===== config.mk =====
export PLATFORM = sky130hd
export DESIGN_NAME = bdr_readout
export DESIGN_NICKNAME = d
export VERILOG_FILES = /design/src/rtl/bdr_pkg.sv /design/src/rtl/bdr_readout.sv
export SDC_FILE = /design/constraint.sdc
export NUM_CORES = 1
export LEC_CHECK = 0
export BUFFER_PORTS_ARGS = -buffer_cell sky130_fd_sc_hd__buf_2
export CAP_MARGIN = 10
export CORE_MARGIN = 2
export CORE_UTILIZATION = 59
export DETAILED_ROUTE_END_ITERATION = 12
export GPL_TIMING_DRIVEN = 0
export HOLD_SLACK_MARGIN = 0.08
export PLACE_DENSITY = 0.82
export SETUP_SLACK_MARGIN = 0.02
export SKIP_CTS_REPAIR_TIMING = 1
export SLEW_MARGIN = 20
export SYNTH_ARGS = -nofsm -noshare
export SYNTH_HDL_FRONTEND = slang
export SYNTH_SLANG_ARGS = --single-unit

===== constraint.sdc =====
create_clock -name aclk -period 5.5 [get_ports aclk]
set_input_delay 1.65 -clock aclk [delete_from_list [all_inputs] [get_ports aclk]]
set_output_delay 1.65 -clock aclk [all_outputs]
set_load 0.1 [all_outputs]

===== src/rtl/bdr_pkg.sv =====
// Shared constants and types for the multiplexed BCD digit readout.
// Assumes a single 10 MHz clock and a 32-bit AXI4-Lite register bus.
package bdr_pkg;

    // Timing: the scan clock is derived from the system clock.
    localparam int CLK_HZ        = 10_000_000;
    localparam int SCAN_HZ       = 4_000;
    localparam int SCAN_HALF_CYC = CLK_HZ / (2 * SCAN_HZ);

    // Display geometry.
    localparam int SCAN_DIGITS = 4;
    localparam int FIFO_DEPTH  = 16;

    // Register byte offsets.
    localparam logic [7:0] CTRL_OFS   = 8'h00;
    localparam logic [7:0] STATUS_OFS = 8'h04;
    localparam logic [7:0] LATCH_OFS  = 8'h08;

    // Control register fields and reset value.
    localparam int         CTRL_EN_BIT = 0;
    localparam int         CTRL_DP_LSB = 4;
    localparam logic [2:0] DP_NONE     = 3'h7;
    localparam logic [7:0] CTRL_RESET  = 8'h71;

    // Status register field positions.
    localparam int STATUS_SLOT_LSB = 0;
    localparam int STATUS_XFER_BIT = 4;
    localparam int STATUS_LEVEL_LSB = 8;

    // AXI response codes.
    localparam logic [1:0] RESP_OKAY   = 2'h0;
    localparam logic [1:0] RESP_SLVERR = 2'h2;

    // One accumulated count as delivered by the counter chain.
    typedef struct packed {
        logic            sign_plus;
        logic [3:0]      lead;
        logic [3:0][3:0] digits;
    } bdr_count_t;

    // The static lines of the readout.
    typedef struct packed {
        logic one_n;
        logic polarity_n;
    } bdr_static_t;

endpackage


===== src/rtl/bdr_readout.sv =====
// Multiplexed BCD digit readout with its input FIFO and AXI4-Lite registers.
// Assumes the counter chain offers counts by valid/ready on aclk and that the
// acquisition logic outside reads the pins on its own schedule.
// What this block does
// Scan digits LSD first, wrap after fourth.
// Leading digit, sign latched only at transfer.
// Scanned digits carry only values 0 to 9.
// Leading digit is 1 or 0, with sign.
// One segment decoder fed from shared BCD.
// One digit at a time, bits in parallel.
// 4 kHz scan clock advances slots, is output.
// Strobe high exactly during the LSD slot.
// Decimal point high for digit needing it.
// Transfer high while count copies into latches.
// Reader starts at first strobe after transfer.
// One line low when leading one lit.
// Polarity line low when plus shown.
// 8-4-2-1 active high, changes at slot edges.
// Reader samples once per slot from strobe.
`timescale 1ns/1ps

module bdr_fifo #(
    parameter int WIDTH = 8,
    parameter int DEPTH = 16
) (
    input  wire logic             aclk,
    input  wire logic             aresetn,
    input  wire logic [WIDTH-1:0] in_data,
    input  wire logic             in_valid,
    output      logic             in_ready,
    output      logic [WIDTH-1:0] out_data,
    output      logic             out_valid,
    input  wire logic             out_ready,
    output      logic [$clog2(DEPTH):0] level
);
    localparam int AW = $clog2(DEPTH);

    if (DEPTH < 2 || (1 << AW) != DEPTH) begin : g_bad_depth
        $error("bdr_fifo: DEPTH must be a power of two of at least 2");
    end

    logic [WIDTH-1:0] mem_reg [DEPTH];
    logic [AW:0]      wr_reg, wr_next;
    logic [AW:0]      rd_reg, rd_next;
    logic             push, pop;

    assign level     = wr_reg - rd_reg;
    assign in_ready  = (level != (AW+1)'(DEPTH));
    assign out_valid = (wr_reg != rd_reg);
    assign out_data  = mem_reg[rd_reg[AW-1:0]];
    assign push      = in_valid && in_ready;
    assign pop       = out_valid && out_ready;

    always_comb begin
        wr_next = push ? wr_reg + 1'b1 : wr_reg;
        rd_next = pop ? rd_reg + 1'b1 : rd_reg;
    end

    always_ff @(posedge aclk) begin
        if (!aresetn) begin
            wr_reg <= '0;
            rd_reg <= '0;
        end else begin
            wr_reg <= wr_next;
            rd_reg <= rd_next;
        end
        if (push) begin
            mem_reg[wr_reg[AW-1:0]] <= in_data;
        end
    end
endmodule

module bdr_readout #(
    parameter int SCAN_HALF  = bdr_pkg::SCAN_HALF_CYC,
    parameter int FIFO_WORDS = bdr_pkg::FIFO_DEPTH
) (
    input  wire logic               aclk,
    input  wire logic               aresetn,
    input  wire logic [7:0]         s_axi_awaddr,
    input  wire logic               s_axi_awvalid,
    output      logic               s_axi_awready,
    input  wire logic [31:0]        s_axi_wdata,
    input  wire logic [3:0]         s_axi_wstrb,
    input  wire logic               s_axi_wvalid,
    output      logic               s_axi_wready,
    output      logic [1:0]         s_axi_bresp,
    output      logic               s_axi_bvalid,
    input  wire logic               s_axi_bready,
    input  wire logic [7:0]         s_axi_araddr,
    input  wire logic               s_axi_arvalid,
    output      logic               s_axi_arready,
    output      logic [31:0]        s_axi_rdata,
    output      logic [1:0]         s_axi_rresp,
    output      logic               s_axi_rvalid,
    input  wire logic               s_axi_rready,
    input  wire bdr_pkg::bdr_count_t count_data,
    input  wire logic               count_valid,
    output      logic               count_ready,
    output      logic               scan_clk,
    output      logic [3:0]         bcd_out,
    output      logic [6:0]         seg_out,
    output      logic               lsd_strobe,
    output      logic               dp_out,
    output      logic               xfer_out,
    output      bdr_pkg::bdr_static_t static_out
);
    import bdr_pkg::*;

    localparam int DW = $clog2(SCAN_HALF);

    if (SCAN_HALF < 2 || SCAN_HALF > 4096) begin : g_bad_half
        $error("bdr_readout: SCAN_HALF out of range");
    end

    // Non-BCD codes are shown as zero so that no slot carries a value above nine.
    function automatic logic [3:0] bcd_clean(input logic [3:0] d);
        return (d > 4'h9) ? 4'h0 : d;
    endfunction

    // Segments a..g in bits 0..6, active high.
    function automatic logic [6:0] bcd_to_seg(input logic [3:0] d);
        case (d)
            4'h0:    return 7'h3f;
            4'h1:    return 7'h06;
            4'h2:    return 7'h5b;
            4'h3:    return 7'h4f;
            4'h4:    return 7'h66;
            4'h5:    return 7'h6d;
            4'h6:    return 7'h7d;
            4'h7:    return 7'h07;
            4'h8:    return 7'h7f;
            4'h9:    return 7'h6f;
            default: return 7'h00;
        endcase
    endfunction

    // Input FIFO between the counter chain and the holding latches.
    bdr_count_t                    fifo_data;
    logic                          fifo_valid;
    logic                          fifo_pop;
    logic [$clog2(FIFO_WORDS):0]   fifo_level;

    bdr_fifo #(.WIDTH($bits(bdr_count_t)), .DEPTH(FIFO_WORDS)) bdr_fifo_inst (
        .aclk      (aclk),
        .aresetn   (aresetn),
        .in_data   (count_data),
        .in_valid  (count_valid),
        .in_ready  (count_ready),
        .out_data  (fifo_data),
        .out_valid (fifo_valid),
        .out_ready (fifo_pop),
        .level     (fifo_level)
    );

    logic [7:0]  ctrl_reg, ctrl_next;
    logic        aw_got_reg, aw_got_next;
    logic [7:0]  aw_addr_reg, aw_addr_next;
    logic        w_got_reg, w_got_next;
    logic [31:0] w_data_reg, w_data_next;
    logic        w_strb_reg, w_strb_next;
    logic        bvalid_reg, bvalid_next;
    logic [1:0]  bresp_reg, bresp_next;
    logic        rvalid_reg, rvalid_next;
    logic [31:0] rdata_reg, rdata_next;
    logic [1:0]  rresp_reg, rresp_next;

    logic [DW-1:0] div_reg, div_next;
    logic          sclk_reg, sclk_next;
    logic [1:0]    slot_reg, slot_next;
    logic          xfer_reg, xfer_next;
    bdr_count_t    hold_reg, hold_next;
    logic [3:0]    bcd_reg, bcd_next;
    logic [6:0]    seg_reg, seg_next;
    logic          lsd_reg, lsd_next;
    logic          dp_reg, dp_next;
    bdr_static_t   stat_reg, stat_next;
    logic          scan_rise;
    logic          aw_have, w_have;

    assign s_axi_awready = !aw_got_reg && !bvalid_reg;
    assign s_axi_wready  = !w_got_reg && !bvalid_reg;
    assign s_axi_arready = !rvalid_reg;
    assign aw_have       = aw_got_reg || (s_axi_awvalid && s_axi_awready);
    assign w_have        = w_got_reg || (s_axi_wvalid && s_axi_wready);

    always_comb begin
        ctrl_next    = ctrl_reg;
        aw_got_next  = aw_got_reg;
        aw_addr_next = aw_addr_reg;
        w_got_next   = w_got_reg;
        w_data_next  = w_data_reg;
        w_strb_next  = w_strb_reg;
        bvalid_next  = bvalid_reg && !s_axi_bready;
        bresp_next   = bresp_reg;
        rvalid_next  = rvalid_reg && !s_axi_rready;
        rdata_next   = rdata_reg;
        rresp_next   = rresp_reg;
        if (s_axi_awvalid && s_axi_awready) begin
            aw_got_next  = 1'b1;
            aw_addr_next = s_axi_awaddr;
        end
        if (s_axi_wvalid && s_axi_wready) begin
            w_got_next  = 1'b1;
            w_data_next = s_axi_wdata;
            w_strb_next = s_axi_wstrb[0];
        end
        // The write completes once address and data are both held.
        if (aw_have && w_have) begin
            aw_got_next = 1'b0;
            w_got_next  = 1'b0;
            bvalid_next = 1'b1;
            bresp_next  = RESP_OKAY;
            if ({aw_addr_next[7:2], 2'b00} == CTRL_OFS) begin
                if (w_strb_next) begin
                    ctrl_next = w_data_next[7:0];
                end
            end else if ({aw_addr_next[7:2], 2'b00} != STATUS_OFS && {aw_addr_next[7:2], 2'b00} != LATCH_OFS) begin
                bresp_next = RESP_SLVERR;
            end
        end
        if (s_axi_arvalid && s_axi_arready) begin
            rvalid_next = 1'b1;
            rresp_next  = RESP_OKAY;
            rdata_next  = 32'h0;
            case ({s_axi_araddr[7:2], 2'b00})
                CTRL_OFS: rdata_next[7:0] = ctrl_reg;
                STATUS_OFS: begin
                    rdata_next[STATUS_SLOT_LSB +: 2]                    = slot_reg;
                    rdata_next[STATUS_XFER_BIT]                         = xfer_reg;
                    rdata_next[STATUS_LEVEL_LSB +: $bits(fifo_level)]   = fifo_level;
                end
                LATCH_OFS: rdata_next[$bits(bdr_count_t)-1:0] = hold_reg;
                default: rresp_next = RESP_SLVERR;
            endcase
        end
    end

    // Slot advance happens on the rising edge of the scan clock.
    assign scan_rise = ctrl_reg[CTRL_EN_BIT] && (div_reg == DW'(SCAN_HALF - 1)) && !sclk_reg;

    always_comb begin
        div_next  = div_reg;
        sclk_next = sclk_reg;
        slot_next = slot_reg;
        xfer_next = xfer_reg;
        hold_next = hold_reg;
        fifo_pop  = 1'b0;
        if (ctrl_reg[CTRL_EN_BIT]) begin
            div_next = (div_reg == DW'(SCAN_HALF - 1)) ? '0 : div_reg + 1'b1;
            sclk_next = sclk_reg ^ (div_reg == DW'(SCAN_HALF - 1));
        end
        if (scan_rise) begin
            slot_next = (slot_reg == 2'(SCAN_DIGITS - 1)) ? 2'h0 : slot_reg + 1'b1;
            // Transfer spans the whole last slot so the copy lands on a slot edge.
            if (slot_next == 2'(SCAN_DIGITS - 1) && fifo_valid) begin
                xfer_next = 1'b1;
            end
            if (slot_reg == 2'(SCAN_DIGITS - 1) && xfer_reg) begin
                xfer_next           = 1'b0;
                fifo_pop            = 1'b1;
                hold_next.sign_plus = fifo_data.sign_plus;
                hold_next.lead      = (fifo_data.lead != 4'h0) ? 4'h1 : 4'h0;
                for (int i = 0; i < SCAN_DIGITS; i++) begin
                    hold_next.digits[i] = bcd_clean(fifo_data.digits[i]);
                end
            end
        end
        bcd_next             = hold_next.digits[slot_next];
        seg_next             = bcd_to_seg(bcd_next);
        lsd_next             = (slot_next == 2'h0);
        dp_next              = (ctrl_reg[CTRL_DP_LSB +: 3] == {1'b0, slot_next});
        stat_next.one_n      = !(hold_next.lead == 4'h1);
        stat_next.polarity_n = !hold_next.sign_plus;
    end

    always_ff @(posedge aclk) begin
        if (!aresetn) begin
            ctrl_reg    <= CTRL_RESET;
            aw_got_reg  <= 1'b0;
            aw_addr_reg <= 8'h00;
            w_got_reg   <= 1'b0;
            w_data_reg  <= 32'h0;
            w_strb_reg  <= 1'b0;
            bvalid_reg  <= 1'b0;
            bresp_reg   <= RESP_OKAY;
            rvalid_reg  <= 1'b0;
            rdata_reg   <= 32'h0;
            rresp_reg   <= RESP_OKAY;
            div_reg     <= '0;
            sclk_reg    <= 1'b0;
            slot_reg    <= 2'h0;
            xfer_reg    <= 1'b0;
            hold_reg    <= '0;
            bcd_reg     <= 4'h0;
            seg_reg     <= 7'h3f;
            lsd_reg     <= 1'b1;
            dp_reg      <= 1'b0;
            stat_reg    <= 2'h3;
        end else begin
            ctrl_reg    <= ctrl_next;
            aw_got_reg  <= aw_got_next;
            aw_addr_reg <= aw_addr_next;
            w_got_reg   <= w_got_next;
            w_data_reg  <= w_data_next;
            w_strb_reg  <= w_strb_next;
            bvalid_reg  <= bvalid_next;
            bresp_reg   <= bresp_next;
            rvalid_reg  <= rvalid_next;
            rdata_reg   <= rdata_next;
            rresp_reg   <= rresp_next;
            div_reg     <= div_next;
            sclk_reg    <= sclk_next;
            slot_reg    <= slot_next;
            xfer_reg    <= xfer_next;
            hold_reg    <= hold_next;
            bcd_reg     <= bcd_next;
            seg_reg     <= seg_next;
            lsd_reg     <= lsd_next;
            dp_reg      <= dp_next;
            stat_reg    <= stat_next;
        end
    end

    assign s_axi_bvalid = bvalid_reg;
    assign s_axi_bresp  = bresp_reg;
    assign s_axi_rvalid = rvalid_reg;
    assign s_axi_rdata  = rdata_reg;
    assign s_axi_rresp  = rresp_reg;
    assign scan_clk     = sclk_reg;
    assign bcd_out      = bcd_reg;
    assign seg_out      = seg_reg;
    assign lsd_strobe   = lsd_reg;
    assign dp_out       = dp_reg;
    assign xfer_out     = xfer_reg;
    assign static_out   = stat_reg;
endmodule


* Word level (Yosys, flattened, before mapping) *
Memories as Yosys holds them, arrays and structs flattened. A register that Yosys moved wholly into a read port is not among the register bits.
Index checks and enable logic that the tools add are counted.

word-level totals
  register bits = 108
  memory bits (writable) = 336
  bits in read-only memories = 112
  input port bits = 81
  memories kept = 2

memory list
  memory                 depth  bits a word  rd ports  clocked after memory_dff  write ports  line                RTL
  bdr_fifo_inst.mem_reg  16     21           1         1                         1            bdr_readout.sv:42   logic [WIDTH-1:0] mem_reg [DEPTH];
  (name not given)       16     7            1         1                         0            bdr_readout.sv:122  case (d)

operators by class
  add/sub/neg operators = 5
  $lt $le $gt $ge = 5
  equality and inequality tests = 11
  mux-type cells = 34
  bitwise logic cells = 2
  reduce and logical (&&, ||, !) cells = 36

operators with widths
  operator                                                               number
  21-bit 2-to-1 mux                                                      2
  4-bit 2-to-1 mux                                                       7
  8-bit 2-to-1 mux                                                       3
  4-bit > comparator, second input constant                              4
  1-bit logical AND                                                      15
  6-bit zero test                                                        2
  11-bit by 1-bit adder with 11-bit output, second input constant        1
  11-bit equality test, second input constant                            1
  11-bit 2-to-1 mux                                                      1
  5-bit by 1-bit adder with 5-bit output, second input constant          2
  1-bit zero test                                                        10
  1-bit 2-to-1 mux                                                       10
  2-bit 2-to-1 mux                                                       5
  5-bit one-hot mux with 2 select lines                                  1
  4-bit binary-select mux with 2-bit select                              1
  6-bit by 1-bit equality test with 1-bit output, second input constant  1
  6-bit by 2-bit equality test with 1-bit output, second input constant  1
  6-bit by 1-bit != test with 1-bit output, second input constant        1
  6-bit by 2-bit != test with 1-bit output, second input constant        1
  2-bit one-hot mux with 3 select lines                                  1
  3-bit one-hot mux with 2 select lines                                  1
  5-bit != test                                                          1
  5-bit != test, second input constant                                   1
  5-bit subtractor                                                       1
  other kinds (17)                                                       19

* Logic depth before layout (Yosys ltp) *
  word-level depth = 8
  depth in mapped cells = 16

* Hierarchy *
A second synthesis with hierarchy kept.

second synthesis, totals
  cells, all modules = 1,042
  area, all modules = 17,905.9 um^2

by module, submodules not included
  module       instances  cells each  area each (um^2)  sequential area each (um^2)
  bdr_fifo     1          569         13,491.7          10,369.9
  bdr_readout  1          473         4,414.2           2,021.9

* Worst setup path after synthesis *
Ideal clock, no wire load.

  kind = input to register
  start = input count_valid
  end = memory bdr_fifo_inst.mem_reg[3][0] (netlist name) (enable)
  library setup time = 425 ps
  arrival time = 3,669 ps
  slack = 1,405 ps
  stages on the path = 4
  path buffers = 1
  cell sequence = o31a_1 > clkbuf_1 > nand2_1 > nor3_1

between the ends
  word-level cells in the longest chain between the ends = 3

ends and longest elaborated chain
  element                                 line               RTL
  from (decl)                             bdr_readout.sv:97  input wire logic count_valid,
  1-bit logical AND                       bdr_readout.sv:51  assign push = in_valid && in_ready;
  1-bit 2-to-1 mux                        bdr_readout.sv:67  if (push) begin
  1-bit 2-to-1 mux (implied by the code)  bdr_readout.sv:68  mem_reg[wr_reg[AW-1:0]] <= in_data;
  to (decl)                               bdr_readout.sv:42

Every way passes these cells.

==> metrics.txt <==
status completed; Die X 177 µm; Post-Syn Area 17600 µm²; I/O pins 140; wire per inst 25.4 µm; relative slew slack 0.355; cells along the critical path clkbuf_1, buf_1, buf_1, mux4_2, nor2_1, o21ai_0, o21ai_0, mux2i_1, mux2i_1, inv_1, ha_1, a221o_1; crit path buf inv count 4; Fmax 214 MHz; CTS max path bufs 3; PwrDens 346 nW/µm²; Post-synth EDFFs 336; Largest register FFs 336; final setup vio count 0; Initial Util 0.596; Hold EP s_axi_rdata[14]$_SDFFE_PN0P_; Worst Hold Class flop to flop; antenna violations before repair 5; endpoint type of the worst setup path flop; # DRC 0; Slew @ Worst Pin 967 ps; core area 29600 µm²; RSZ-0062 raised after global routing no; leading area contributor after synthesis edfxtp_1; I/O Buffers 94; layout cells sized above 1 0.255; GRT overflow 0; Crit path max-delay family buffers and inverters; Routability Congestion 0.823; Min-Delay Path Depth 2; critical path startpoint category flop; Max stage delay cell, worst path buf_1; Routed Antenna Nets 0; Root Buffer Master clkbuf_16; total power 7120 µW; TritonRoute pass-1 iters 5; reg2reg end seg_out[4]$_SDFF_PN1_; Die Span Y 177 µm; hpwl dp 27500 µm; # Max-Cap Violations 0; Total GRT Usage 0.279; r2r setup slk 820 ps; total wire length 42700 µm; # clock sinks 451; worst skew pair latency 570 ps; via/cell ratio 6.17; Hold Vio Cnt, Final 0; Area contributors post-synth edfxtp_1 (57%), dfxtp_1 (13%), mux4_2 (10%); post-route cell area 20600 µm²; post-layout net count 1363; Yosys top cell area share 0.573; Synth Register Bits 451; WP data required 5930 ps; asr flop ratio synth 0; worst vdd ir 0.316 mV; CTS tree yes; initial DRC count 1055; worst-path fanout max 10; largest net degree at the start of global routing 19; LEAKAGE 0.00708 µW; number of placement rows 63; number of global-route vias before repair 10600; CTS buffer count 43; via count of the routed design 10400; synth warn 0; Syn-to-layout area delta 16.7%; final critical-path required period 4680 ps; H-tree levels 2; part of the Yosys area used for sequential elements 0.703; first-pass GRT wire length 63600 µm; Arr. time, crit path 5110 ps; Final Slew Violations 0; Final Cycle Share 0.850; synth unique cells 64; skew final 21.9 ps; Post-synth top flop edfxtp_1; Clk pin slew, worst setup/hold paths 60 ps; Die Area 31300 µm²; CP max stage delay 790 ps; setup_tns 0 ps; Hold Crit Start s_axi_rdata[14]$_SDFFE_PN0P_; R2R depth 12; placed inst area 19200 µm²; Mean Syn Cell Area 16.2 µm²; Mapped Cells 1087; Crit Path Category flop to flop
==> cell usage after synthesis, types with 3 or more instances <==
cell type	instances
a211oi_1	6
a21oi_1	35
a221oi_1	5
a22oi_1	8
and2_1	15
and3_1	12
buf_2	14
buf_4	19
buf_6	4
clkbuf_1	28
dfxtp_1	115
edfxtp_1	336
ha_1	19
inv_1	24
mux2_2	5
mux2i_1	37
mux4_2	81
nand2_1	48
nand2b_1	5
nand3_1	21
nand4_1	11
nor2_1	108
nor2b_1	10
nor3_1	10
nor4_1	18
o211ai_1	6
o21ai_0	15
o221ai_1	3
or3_1	3
xnor2_1	11
xor2_1	14
==> worst min-delay path, stage by stage (launching register included) <==
cell	delay, ps
dfxtp_1	310
nand2_1	50
a21oi_1	50
==> kinds of logic (layout without fill, tap and decap cells) <==
logic type               count (synthesis)  after routing  synth area share
AO/OA/AOI/OAI                           98             98            0.0368
XOR/XNOR                                25             25            0.0124
adder cells (fa/ha/maj)                 20             20            0.0146
buffers and inverters                   92            285            0.0263
flip-flops                             451            451             0.703
multiplexers                           125            125             0.131
other                                    1             17          0.000213
AND/OR/NAND/NOR                        275            275            0.0755
==> metal layers <==
layer / global-route usage / wire length, µm / vias up
met3: 0.0492 / 3680 / 142
met1: 0.353 / 15700 / 5153
met5: 0 / 7 / -
li1: - / - / 4488
met4: 0.121 / 1790 / 2
met2: 0.476 / 21500 / 613
==> cell type report <==
| type | count | area [µm²] |
|---|---|---|
| antenna | 4 | 10.0 |
| buffer | 67 | 370 |
| clock buffer | 57 | 1180 |
| clock inverter | 18 | 221 |
| fill | 1857 | 8990 |
| inverter | 25 | 93.8 |
| multi-input combinational | 556 | 4920 |
| sequential | 451 | 12400 |
| tap | 390 | 488 |
| timing repair buffer | 118 | 895 |
==> stage by stage <==
| stage | setup slack (ps) | hold WS [ps] | util | cells |
|---|---|---|---|---|
| floorplan | 1410 | 418 | - | 1099 |
| global placement | -329 | 438 | 0.630 | 1583 |
| detailed placement | 1030 | 448 | 0.648 | 1607 |
| CTS | 908 | 457 | 0.695 | 1682 |
| global route | 628 | 476 | 0.696 | 1684 |
| finish | 825 | 458 | 0.696 | 1686 |
==> cell usage in the layout, fill, tap and decap left out, drive strengths merged, types with 28 or more instances in the layout <==
| cell | n |
|---|---|
| a21oi | 36 |
| dfxtp | 115 |
| clkbuf | 85 |
| mux2i | 37 |
| buf | 157 |
| mux4 | 83 |
| nand2 | 49 |
| inv | 28 |
| nor2 | 108 |
| edfxtp | 336 |
==> worst max-delay path by stage <==
stage / from / to / slack, ps / depth (start not counted)
final: flop / seg_out[4]$_SDFF_PN1_ / 820 / 12
after global routing: flop / seg_out[5]$_SDFF_PN1_ / 630 / 13
after CTS: flop / seg_out[4]$_SDFF_PN1_ / 910 / 12
after detailed placement: flop / seg_out[4]$_SDFF_PN1_ / 1030 / 12
after global placement: count_valid / bdr_fifo_inst.mem_reg[3][18]$_DFFE_PP_ / -330 / 5
after floorplan: count_valid / bdr_fifo_inst.mem_reg[3][0]$_DFFE_PP_ / 1410 / 4
==> power breakdown <==
part | switching (µW) | internal, µW | leakage [µW]
logic | 309 | 114 | 0.00242
registers | 27.4 | 3710 | 0.00397
clock network | 1250 | 1700 | 0.000689
No activity file was read; power rests on OpenSTA's default activity.
